==> src/inc/buck_regs_pkg.sv <==
// Package: register map, field layout, reset values and types of the bank
package buck_regs_pkg;

  // ****************************************************************
  // Register indices and bus address
  // ****************************************************************
  localparam logic [6:0] DEVICE_ADDR = 7'h60;
  localparam logic [7:0] OUTPUT2_SELECT_IDX = 8'h01;
  localparam logic [7:0] OUTPUT2_COMMAND_IDX = 8'h03;
  localparam logic [7:0] SYSTEM_FLAGS_IDX = 8'h04;

  // ****************************************************************
  // Field positions and reset values
  // ****************************************************************
  localparam int GO_BIT = 7;
  localparam logic [7:0] SELECT_RESET = 8'h00;
  localparam logic [2:0] RAMP_RESET = 3'h0;
  localparam logic [1:0] MODE_RESET = 2'h0;
  localparam logic OFF_RESET = 1'b0;
  localparam logic [7:0] STATUS_RESET = 8'h00;

  // Light-load codes
  localparam logic [1:0] MODE_BY_PIN = 2'h0;
  localparam logic [1:0] MODE_FIXED = 2'h1;
  localparam logic [1:0] MODE_SKIP = 2'h2;
  localparam logic [1:0] MODE_RESERVED = 2'h3;

  // Voltage code mapping, in millivolts
  localparam logic [10:0] VOUT_BASE_MV = 11'h2a8;
  localparam logic [10:0] VOUT_STEP_MV = 11'h00a;
  localparam logic [6:0] CODE_RESET = 7'h00;
  localparam logic [3:0] BIT_COUNT_BYTE = 4'h8;

  // ****************************************************************
  // Types
  // ****************************************************************
  typedef struct packed {
    logic [2:0] ramp_speed;
    logic [1:0] light_load_select;
    logic output2_off;
  } command_type;

  typedef struct packed {
    logic over_temp;
    logic output2_in_regulation;
    logic output1_in_regulation;
  } status_type;

  typedef enum logic [3:0] {
    ST_IDLE, ST_ADDR, ST_ACK_ADDR, ST_INDEX, ST_ACK_INDEX,
    ST_WDATA, ST_ACK_DATA, ST_RDATA, ST_RACK
  } link_state_type;

endpackage : buck_regs_pkg

==> src/buck_output2_regs.sv <==
// Two-wire slave holding the second output's command and status bank
// Notes on behaviour
// RULE_01: Ramp field bits 6:4 steps code once every 2^N switching cycles.
// RULE_02: Light-load field bits 2:1 picks pin, fixed-frequency or pulse skip.
// RULE_03: Command bit 0 set turns the second output off; resets to 0.
// RULE_04: Status bit 2 reads 1 while die is above 125 C.
// RULE_05: Status bit 1 reads 1 while second output is in regulation.
// RULE_06: Status bit 0 reads 1 while first output is in regulation.
// RULE_07: Status bits 7:3 and command bits 7 and 3 have no function.
// RULE_08: Voltage code maps to 0.68 V plus 10 mV per step, to 1.95 V.
// RULE_09: Host sets select bit 7 before the programmed code is applied.
// RULE_10: Update is start, address, index byte, data byte; each acked.
// RULE_11: In paralleled mode the second output's registers are ignored.
// RULE_12: Reserved bits read 0; light-load code 11 leaves mode unchanged.
module buck_output2_regs
  import buck_regs_pkg::*;
(
  input wire logic clock_i,
  input wire logic rst_b_i,
  input wire logic scl_i,
  input wire logic sda_i,
  output logic sda_o,
  output logic sda_oe_o,
  input wire logic sw_cycle_i,
  input wire logic mode_pin_i,
  input wire logic share_mode_i,
  input wire status_type sense_i,
  output logic output2_off_o,
  output logic pulse_skip_o,
  output logic output2_i2c_ctrl_o,
  output logic [10:0] vout2_mv_o
);

  // ****************************************************************
  // Reset release
  // ****************************************************************
  logic rst_q1;
  logic rst_n;

  // Two stages so release never lands near an edge
  always_ff @(posedge clock_i or negedge rst_b_i) begin
    if (!rst_b_i) begin
      rst_q1 <= 1'b0;
      rst_n <= 1'b0;
    end else begin
      rst_q1 <= 1'b1;
      rst_n <= rst_q1;
    end
  end

  // ****************************************************************
  // Link line events
  // ****************************************************************
  logic scl_q;
  logic sda_q;
  always_ff @(posedge clock_i or negedge rst_n) begin
    if (!rst_n) begin
      scl_q <= 1'b1;
      sda_q <= 1'b1;
    end else begin
      scl_q <= scl_i;
      sda_q <= sda_i;
    end
  end

  wire scl_rise = scl_i & ~scl_q;
  wire scl_fall = ~scl_i & scl_q;
  wire start_seen = scl_i & scl_q & sda_q & ~sda_i;
  wire stop_seen = scl_i & scl_q & ~sda_q & sda_i;

  // ****************************************************************
  // Byte engine
  // ****************************************************************
  link_state_type state;
  link_state_type next_state;
  logic [7:0] shift;
  logic [7:0] next_shift;
  logic [3:0] bit_cnt;
  logic [3:0] next_bit_cnt;
  logic [7:0] index;
  logic read_mode;
  logic nack_seen;
  logic next_oe;
  logic [7:0] select2;
  command_type command;
  status_type status;
  logic [7:0] read_data;

  wire byte_done = (bit_cnt == BIT_COUNT_BYTE);
  wire addr_match = (shift[7:1] == DEVICE_ADDR);
  wire write_strobe = (state == ST_WDATA) && scl_fall && byte_done;
  // Paralleled mode: second output's registers take no writes
  wire sel_write = write_strobe && !share_mode_i
    && (index == OUTPUT2_SELECT_IDX); // RULE_11
  wire cmd_write = write_strobe && !share_mode_i
    && (index == OUTPUT2_COMMAND_IDX); // RULE_11
  // Reserved code 11 keeps the earlier mode
  wire mode_keep = (shift[2:1] == MODE_RESERVED); // RULE_12

  // Read mux; reserved bits and unmapped indices read zero
  assign read_data =
    (index == OUTPUT2_SELECT_IDX) ? select2 :
    (index == OUTPUT2_COMMAND_IDX) ?
      {1'b0, command.ramp_speed, 1'b0, command.light_load_select,
       command.output2_off} : // RULE_07
    (index == SYSTEM_FLAGS_IDX) ? {5'h00, status} : // RULE_07
    8'h00;

  // Next-state decode; start always restarts, stop always releases
  always_comb begin
    next_state = state;
    next_shift = shift;
    next_bit_cnt = bit_cnt;
    next_oe = sda_oe_o;
    if (start_seen) begin
      next_state = ST_ADDR;
      next_bit_cnt = 4'h0;
      next_oe = 1'b0;
    end else if (stop_seen) begin
      next_state = ST_IDLE;
      next_oe = 1'b0;
    end else begin
      case (state)
        ST_ADDR, ST_INDEX, ST_WDATA: begin
          if (scl_rise && !byte_done) begin
            next_shift = {shift[6:0], sda_i};
            next_bit_cnt = bit_cnt + 4'h1;
          end else if (scl_fall && byte_done) begin
            // Ack each byte by pulling the line low; an address byte only when it matches
            next_oe = 1'b1; // RULE_10
            next_bit_cnt = 4'h0;
            if (state == ST_ADDR) begin
              next_state = addr_match ? ST_ACK_ADDR : ST_IDLE;
              next_oe = addr_match;
            end else if (state == ST_INDEX) begin
              next_state = ST_ACK_INDEX;
            end else begin
              next_state = ST_ACK_DATA;
            end
          end
        end
        ST_ACK_ADDR, ST_ACK_INDEX, ST_ACK_DATA, ST_RACK: begin
          if (scl_fall) begin
            next_oe = 1'b0;
            next_bit_cnt = 4'h0;
            if ((state == ST_ACK_ADDR && read_mode) ||
                (state == ST_RACK && !nack_seen)) begin
              next_state = ST_RDATA;
              next_shift = read_data;
              next_oe = ~read_data[7];
            end else if (state == ST_RACK) begin
              next_state = ST_IDLE;
            end else if (state == ST_ACK_ADDR) begin
              next_state = ST_INDEX;
            end else begin
              next_state = ST_WDATA;
            end
          end
        end
        ST_RDATA: begin
          if (scl_fall) begin
            next_bit_cnt = bit_cnt + 4'h1;
            next_shift = {shift[6:0], 1'b0};
            next_oe = ~shift[6];
            if (bit_cnt == BIT_COUNT_BYTE - 4'h1) begin
              next_state = ST_RACK;
              next_oe = 1'b0;
            end
          end
        end
        ST_IDLE: next_state = ST_IDLE;
        default: next_state = ST_IDLE;
      endcase
    end
  end

  // Engine registers
  always_ff @(posedge clock_i or negedge rst_n) begin
    if (!rst_n) begin
      state <= ST_IDLE;
      shift <= 8'h00;
      bit_cnt <= 4'h0;
      sda_oe_o <= 1'b0;
    end else begin
      state <= next_state;
      shift <= next_shift;
      bit_cnt <= next_bit_cnt;
      sda_oe_o <= next_oe;
    end
  end

  // Direction, index and host ack capture
  always_ff @(posedge clock_i or negedge rst_n) begin
    if (!rst_n) begin
      read_mode <= 1'b0;
      index <= 8'h00;
      nack_seen <= 1'b0;
    end else begin
      if (state == ST_ADDR && scl_fall && byte_done) read_mode <= shift[0];
      if (state == ST_INDEX && scl_fall && byte_done) index <= shift;
      if (state == ST_RACK && scl_rise) nack_seen <= sda_i;
    end
  end

  // Open-drain pin only ever pulls low
  assign sda_o = 1'b0;

  // ****************************************************************
  // Register bank, written at the falling edge after the data LSB
  // ****************************************************************
  always_ff @(posedge clock_i or negedge rst_n) begin
    if (!rst_n) begin
      select2 <= SELECT_RESET;
      command <= {RAMP_RESET, MODE_RESET, OFF_RESET};
      status <= STATUS_RESET[2:0];
    end else begin
      if (sel_write) select2 <= shift; // RULE_10
      if (cmd_write) begin
        command.ramp_speed <= shift[6:4]; // RULE_01
        if (!mode_keep) command.light_load_select <= shift[2:1]; // RULE_12
        command.output2_off <= shift[0]; // RULE_03
      end
      status <= sense_i; // RULE_04 RULE_05 RULE_06
    end
  end

  // ****************************************************************
  // Output control and voltage ramp
  // ****************************************************************
  logic [6:0] code;
  logic [6:0] ramp_cnt;
  // Ignored registers in paralleled mode fall back to their defaults
  wire go_applied = select2[GO_BIT] && !share_mode_i; // RULE_09 RULE_11
  wire [6:0] target = select2[6:0];
  wire [6:0] period_last = 7'((8'h01 << command.ramp_speed) - 8'h01);
  wire ramp_tick = sw_cycle_i && (ramp_cnt >= period_last);
  wire mode_skip =
    (command.light_load_select == MODE_BY_PIN) ? mode_pin_i :
    (command.light_load_select == MODE_SKIP); // RULE_02
  wire [10:0] next_vout = VOUT_BASE_MV + 11'(code) * VOUT_STEP_MV; // RULE_08

  // Step one code every 2^N switching cycles toward the target
  always_ff @(posedge clock_i or negedge rst_n) begin
    if (!rst_n) begin
      code <= CODE_RESET;
      ramp_cnt <= 7'h00;
    end else if (!go_applied || code == target) begin
      ramp_cnt <= 7'h00;
    end else if (ramp_tick) begin
      ramp_cnt <= 7'h00;
      code <= (code < target) ? code + 7'h01 : code - 7'h01; // RULE_01
    end else if (sw_cycle_i) begin
      ramp_cnt <= ramp_cnt + 7'h01;
    end
  end

  // Registered controls toward the power stage
  always_ff @(posedge clock_i or negedge rst_n) begin
    if (!rst_n) begin
      output2_off_o <= OFF_RESET;
      pulse_skip_o <= 1'b0;
      output2_i2c_ctrl_o <= 1'b0;
      vout2_mv_o <= VOUT_BASE_MV;
    end else begin
      output2_off_o <= command.output2_off && !share_mode_i; // RULE_03
      pulse_skip_o <= share_mode_i ? mode_pin_i : mode_skip; // RULE_02
      output2_i2c_ctrl_o <= go_applied;
      vout2_mv_o <= next_vout;
    end
  end
endmodule : buck_output2_regs

==> config.mk <==
export PLATFORM = sky130hd
export DESIGN_NAME = buck_output2_regs
export DESIGN_NICKNAME = d
export VERILOG_FILES = /design/src/inc/buck_regs_pkg.sv /design/src/buck_output2_regs.sv
export SDC_FILE = /design/constraint.sdc
export NUM_CORES = 1
export LEC_CHECK = 0
export BUFFER_PORTS_ARGS = -buffer_cell sky130_fd_sc_hd__buf_2
export CAP_MARGIN = 15
export CORE_ASPECT_RATIO = 1.1
export CORE_UTILIZATION = 55
export CTS_BUF_LIST = sky130_fd_sc_hd__clkbuf_8
export DETAILED_ROUTE_END_ITERATION = 8
export GPL_ROUTABILITY_DRIVEN = 0
export MAX_ROUTING_LAYER = met4
export PLACE_DENSITY = 0.72
export SYNTH_ARGS = -nofsm -noshare
export SYNTH_HDL_FRONTEND = slang
export SYNTH_SLANG_ARGS = --single-unit
==> constraint.sdc <==
create_clock -name clock_i -period 3.1 [get_ports clock_i]
set_clock_uncertainty 0.15 [all_clocks]
set_input_delay 0.62 -clock clock_i [delete_from_list [all_inputs] [get_ports clock_i]]
set_output_delay 0.62 -clock clock_i [all_outputs]
set_load 0.01 [all_outputs]
# Word level (Yosys, flattened, before mapping)
# Index checks and enable logic that the tools add are counted.
# Widths: inputs -> output; s select.
dict set report totals {
  reg_bits 76
}
dict set report op_classes {
  shift 1
  n_reduce_logical 36
  order_cmp 2
  addsub 6
  bitwise_logic 17
  n_eq_ne 30
  multipliers 1
  n_mux 45
}
# cell n
set op_table {}
lappend op_table {{$mux 4} 13}
lappend op_table {{$mux 8} 5}
lappend op_table {{$mux 7} 5}
lappend op_table {{$ne 4x4->1 const B} 6}
lappend op_table {{$pmux 4 s3} 2}
lappend op_table {{$pmux 8 s3} 1}
lappend op_table {{$eq 4x3->1 const B} 5}
lappend op_table {{$logic_and 1x1->1} 17}
lappend op_table {{$mux 3} 5}
lappend op_table {{$reduce_and 5->1} 3}
lappend op_table {{$add 7x1->7 const B} 2}
lappend op_table {{$sub 7x1->7 const B} 2}
lappend op_table {{$add 10x11->11 const A} 1}
lappend op_table {{$mux 1} 11}
lappend op_table {{$mul 7x3->10 const B} 1}
lappend op_table {{$ne 2x2->1 const B} 5}
lappend op_table {{$not 1->1} 10}
lappend op_table {{$eq 4x2->1 const B} 2}
lappend op_table {{$eq 4x4->1 const B} 2}
lappend op_table {{$eq 8x1->1 const B} 1}
lappend op_table {{$eq 8x2->1 const B} 1}
lappend op_table {{$eq 8x3->1 const B} 1}
lappend op_table {{$and 1x1->1} 7}
lappend op_table {{$eq 7x7->1} 1}
lappend op_table {{other kinds (20)} 29}

# Longest topological paths before layout
dict set report depth {
  ltp_word 10
  depth_mapped 15
  depth_no_buf 13
}

# Worst setup path after synthesis
# OpenSTA, ideal clock, no wires.
dict set report synth_path {
  path_type {reg-to-reg}
  from {reg command[3] (netlist bit)}
  to {reg code[1]}
  path_stages_with_launch 15
  t_arrival_ns 3.021
  period_less_slack_ns 3.298
  setup_slack_ns -0.198
  cell_sequence {dfrtp_1 -> clkbuf_1 -> or3_1 -> ha_1 -> clkbuf_1 -> xor2_1 -> nor2_1 -> a21oi_1 -> ha_1 -> a21o_1 -> nand2_1 -> o21ai_0 -> o21bai_1 -> clkbuf_1 -> mux2_1}
}
dict set report synth_between {
  elab_chain_cells 5
}
# element line_no
set synth_lines {}
lappend synth_lines {{start: declaration} buck_output2_regs.sv:85} ;# command_type command;
lappend synth_lines {{start signal: assignment} buck_output2_regs.sv:214} ;# command <= {RAMP_RESET, MODE_RESET, OFF_RESET};
lappend synth_lines {{$shl 1x3->7} buck_output2_regs.sv:235} ;# wire [6:0] period_last = 7'((8'h01 << command.ramp_speed) - 8'h01);
lappend synth_lines {{$sub 7x1->7} buck_output2_regs.sv:235}
lappend synth_lines {{$ge 7x7->1} buck_output2_regs.sv:236} ;# wire ramp_tick = sw_cycle_i && (ramp_cnt >= period_last);
lappend synth_lines {{$logic_and 1x1->1} buck_output2_regs.sv:236}
lappend synth_lines {{$reduce_and 2->1 (no source line)} --}
lappend synth_lines {{end signal: assignment} buck_output2_regs.sv:251} ;# code <= (code < target) ? code + 7'h01 : code - 7'h01;
lappend synth_lines {{end: declaration} buck_output2_regs.sv:230} ;# logic [6:0] code;
# Every way passes these cells.
# A chain may end at the register's enable or synchronous reset.

# Worst setup path in the final report
dict set report layout_path {
  from {reg select2[4]}
  to {reg code[6]}
}
dict set report layout_between {
  elab_chain_cells 4
  word_cells_on_any_way 6
}
# element line_no
set layout_lines {}
lappend layout_lines {{start: declaration} buck_output2_regs.sv:84} ;# logic [7:0] select2;
lappend layout_lines {{start signal: assignment} buck_output2_regs.sv:217} ;# if (sel_write) select2 <= shift;
lappend layout_lines {{parallel branches: the longest is 4 deep, another holds $lt 7x7->1} --}
# Parallel ways; which one is timed is not known.

==> qor.txt <==
Clk_lat worst skew -> 0.35 ns
EDFF count, synth -> 0
Cells after DPL -> 594
Fin nets -> 544
Outcome -> finished clean
Slowest cell delay on critical path -> 0.39 ns
Synthesis-stage register bit count -> 75
Final Cycle Share -> 0.9448
PnR Total Power -> 2764 uW
PortBufs -> 23
Post-DP HPWL -> 7.172 mm
First-pass GRT wire length -> 16.30 mm
Crit path DAT -> 3.02 ns
Top delay family on crit path -> compound AO/OA/AOI/OAI gates
Critical-path top delay cell -> fa_2
CP cell instances -> inv_1 -> ha_1 -> a211oi_1 -> nor2_1 -> or3_4 -> fa_2 -> a211oi_2 -> o21bai_1 -> a21oi_1 -> xnor2_1 -> nand2b_1 -> xnor2_1
RSZ-0062 raised after global routing -> no
CTS tree -> built
Stages on the worst setup path -> 12
Crit start category -> flop
Gr ovfl total -> 0
Layout cell share with drive strength beyond 1 -> 0.1869
Tmin final -> 2.929 ns
Remaining DRCs -> 0
RR Startpoint -> select2[4]
Register area share after synthesis -> 0.4091
Synth-to-Final Area Change -> 13.07%
CP Capture Type -> flop
Finished Layout Cells -> 611
Fin. max-slew vios -> 0
Total CTS buffers -> 9
Worst-path maximum fanout -> 4
Max Fclk -> 341.4 MHz
WP buf/inv -> 1
Root Driver -> clkbuf_8
# diodes -> 0
Worst-path clk slew -> 0.08 ns
Initial DRC Count -> 187
Final setup viols -> 0
Die H -> 97.98 um
Yosys warnings -> 0
WS Path Type -> reg2reg
Flop2flop setup slack -> 0.17 ns
Top post-synthesis cells by area -> dfrtp_1 (37%), ha_1 (9.2%), mux2_1 (3.7%), dfstp_2 (3.4%), a21oi_1 (3.3%)
# fillers -> 663
Max_slew headroom -> 0.5571
FP Rows -> 34
Cell internal pwr -> 1824 uW
Worst Hold Class -> reg2async
CP dominant cell by count -> xnor2_1
R2R cell count -> 12
Reg power frac -> 0.439
Cell area after synthesis -> 4606 um2
Post-Syn Area per Cell -> 9.991 um2
Vias in the first global route -> 3,579
Pleak -> 0.002441 uW
Unique masters post-synth -> 71
Global Route Usage Sum -> 0.2504
Post-CTS setup buffers -> 0
Actual slew at the worst max-slew pin -> 0.6599 ns
Worst r2r dst -> code[6]
Horiz. Die Dim -> 89.25 um
Drt total wl -> 9.771 mm
Initial core utilization -> 0.5759
TritonCTS sink count -> 75
Comb pwr share -> 0.247
TNS Setup -> 0 ns
Largest net degree at the start of global routing -> 50
Psw -> 939.7 uW
Pre-antenna DRT Iters -> 4
Top cell type's share of synthesized area -> 0.3749
Worst VDD drop -> 0.0002625 V
Power Dens Cells -> 530.7 nW/um2
CTS H-tree depth -> 3
Area leader, netlist -> dfrtp_1
Clk pwr share -> 0.313
Switch share -> 0.3400
Ys flop type -> dfrtp_1
Ports -> 26
Total number of vias -> 3,566
Core area -> 7998 um2
Post-route ant nets -> 0
CP required -> 3.20 ns
WL per Instance -> 15.99 um
Die Area -> 8744 um2
Clock buffer depth -> 2
FFs w/ async S/R, synth -> 1.000
Final hold vios -> 0
Routed vias/inst -> 5.836
Maximum capacitance violations -> 0
Initial antenna violation count -> 0
Cells after synthesis -> 461
[cell usage after synthesis (3+ instances only)]
cell,n
nand4_1,4
mux2i_1,6
o21ai_1,6
nor2_1,23
nor4_1,3
a211oi_1,3
o21ai_0,22
xor2_1,7
nor2b_1,11
a21o_1,9
dfrtp_1,69
nand2_1,29
o21bai_1,3
nor3_1,12
inv_1,31
buf_2,3
nand3_1,18
clkbuf_1,7
nand2b_1,16
mux2_2,10
mux2_1,15
dfstp_2,6
a31oi_1,4
o31ai_1,4
and3_1,3
mux2_4,4
nand3b_1,5
a21oi_1,30
xnor2_1,10
ha_1,34
buf_4,3
[area by class of cell]
| type | count | area (um2) | share of cell area |
|---|---|---|---|
| sequential | 75 | 1887 | 0.3623 |
| clock buffer | 10 | 137.6 | 0.02643 |
| clock inverter | 6 | 88.84 | 0.01706 |
| multi-input combinational | 340 | 2581 | 0.4957 |
| inverter | 32 | 120.1 | 0.02307 |
| tap | 108 | 135.1 | 0.02595 |
| timing repair buffer | 40 | 257.7 | 0.04950 |
[sequential cells by signal (all words and copies together), names as in the netlist, 4 cells and up]
signal	count
select2	8
index	8
vout2_mv_o	10
ramp_cnt	7
command	6
code	7
bit_cnt	4
state	4
shift	8
[worst reg2reg max path, stage by stage, from the launching register on]
cell and delay, ns:
dfrtp_1 0.36, inv_1 0.05, ha_1 0.30, a211oi_1 0.25, nor2_1 0.08, or3_4 0.38
fa_2 0.39, a211oi_2 0.23, o21bai_1 0.11, a21oi_1 0.18, xnor2_1 0.15, nand2b_1 0.09
xnor2_1 0.12
[repair_timing]
| item | CTS | global route |
|---|---|---|
| gates resized for setup | 1 | 9 |
| setup endpoints to repair | 1 | 10 |
| pin swaps | 0 | 1 |
| hold endpoints to repair | 2 | 0 |
| hold buffers | 1 | 0 |
[worst max path at each step]
stage                          start  endpoint  slack (ns)
after floorplan           command[3]   code[1]        0.01
after global placement    select2[4]   code[6]        0.13
after detailed placement  select2[4]   code[6]      -0.002
after CTS                 command[5]   code[6]        0.06
after global routing      command[5]   code[6]       0.006
final                     select2[4]   code[6]        0.17
[power groups by stage]
| stage | sequential (uW) | combinational, uW | clock, uW |
|---|---|---|---|
| after floorplan | 1170 | 547 | 0 |
| after detailed placement | 1230 | 676 | 0 |
| after global routing | 1230 | 766 | 918 |
| after CTS | 1210 | 678 | 882 |
| after global placement | 1220 | 661 | 0 |
| final | 1210 | 683 | 866 |
[metrics by stage]
step                hold slack (ns)  setup WS [ns]  cell area, um2  utilization
finish                       0.1289         0.1710            5207       0.6511
global route                 0.1762       0.005537            5207       0.6511
CTS                          0.1508        0.05729            5167       0.6461
detailed placement           0.1458      -0.001893            4926       0.6159
global placement             0.1340         0.1274            4926       0.6159
floorplan                    0.1744        0.01020            4619            -
[cells in the final DEF, fill, tap and decap left out, drive strengths merged, types with 7 or more instances in the layout]
master,count
o21ai,28
clkbuf,10
buf,39
nor2,25
xnor2,10
mux2,29
nor3,12
a21o,9
nand2,29
nand2b,16
inv,35
nor2b,11
a21oi,32
ha,34
dfrtp,69
nand3,18
xor2,7
[cell families after synthesis]
logic type / synth area share
XOR/XNOR: 0.03722
AND/OR/NAND/NOR: 0.1641
buffers and inverters: 0.04183
other: 0.001631
adder cells (fa/ha/maj): 0.1032
AO/OA/AOI/OAI: 0.1557
flip-flops: 0.4091
multiplexers: 0.08721
[metal layers]
layer / vias up / wire length (um) / GRT usage / part of all wire
li1: 1724 / - / - / -
met1: 1729 / 4199 / 0.3077 / 0.43
met2: 91 / 4926 / 0.4011 / 0.50
met3: 22 / 419 / 0.04987 / 0.043
met4: 0 / 226 / 0.1001 / 0.023
met5: - / 0 / - / 0
Note: power is estimated with default switching activity, not from simulation.
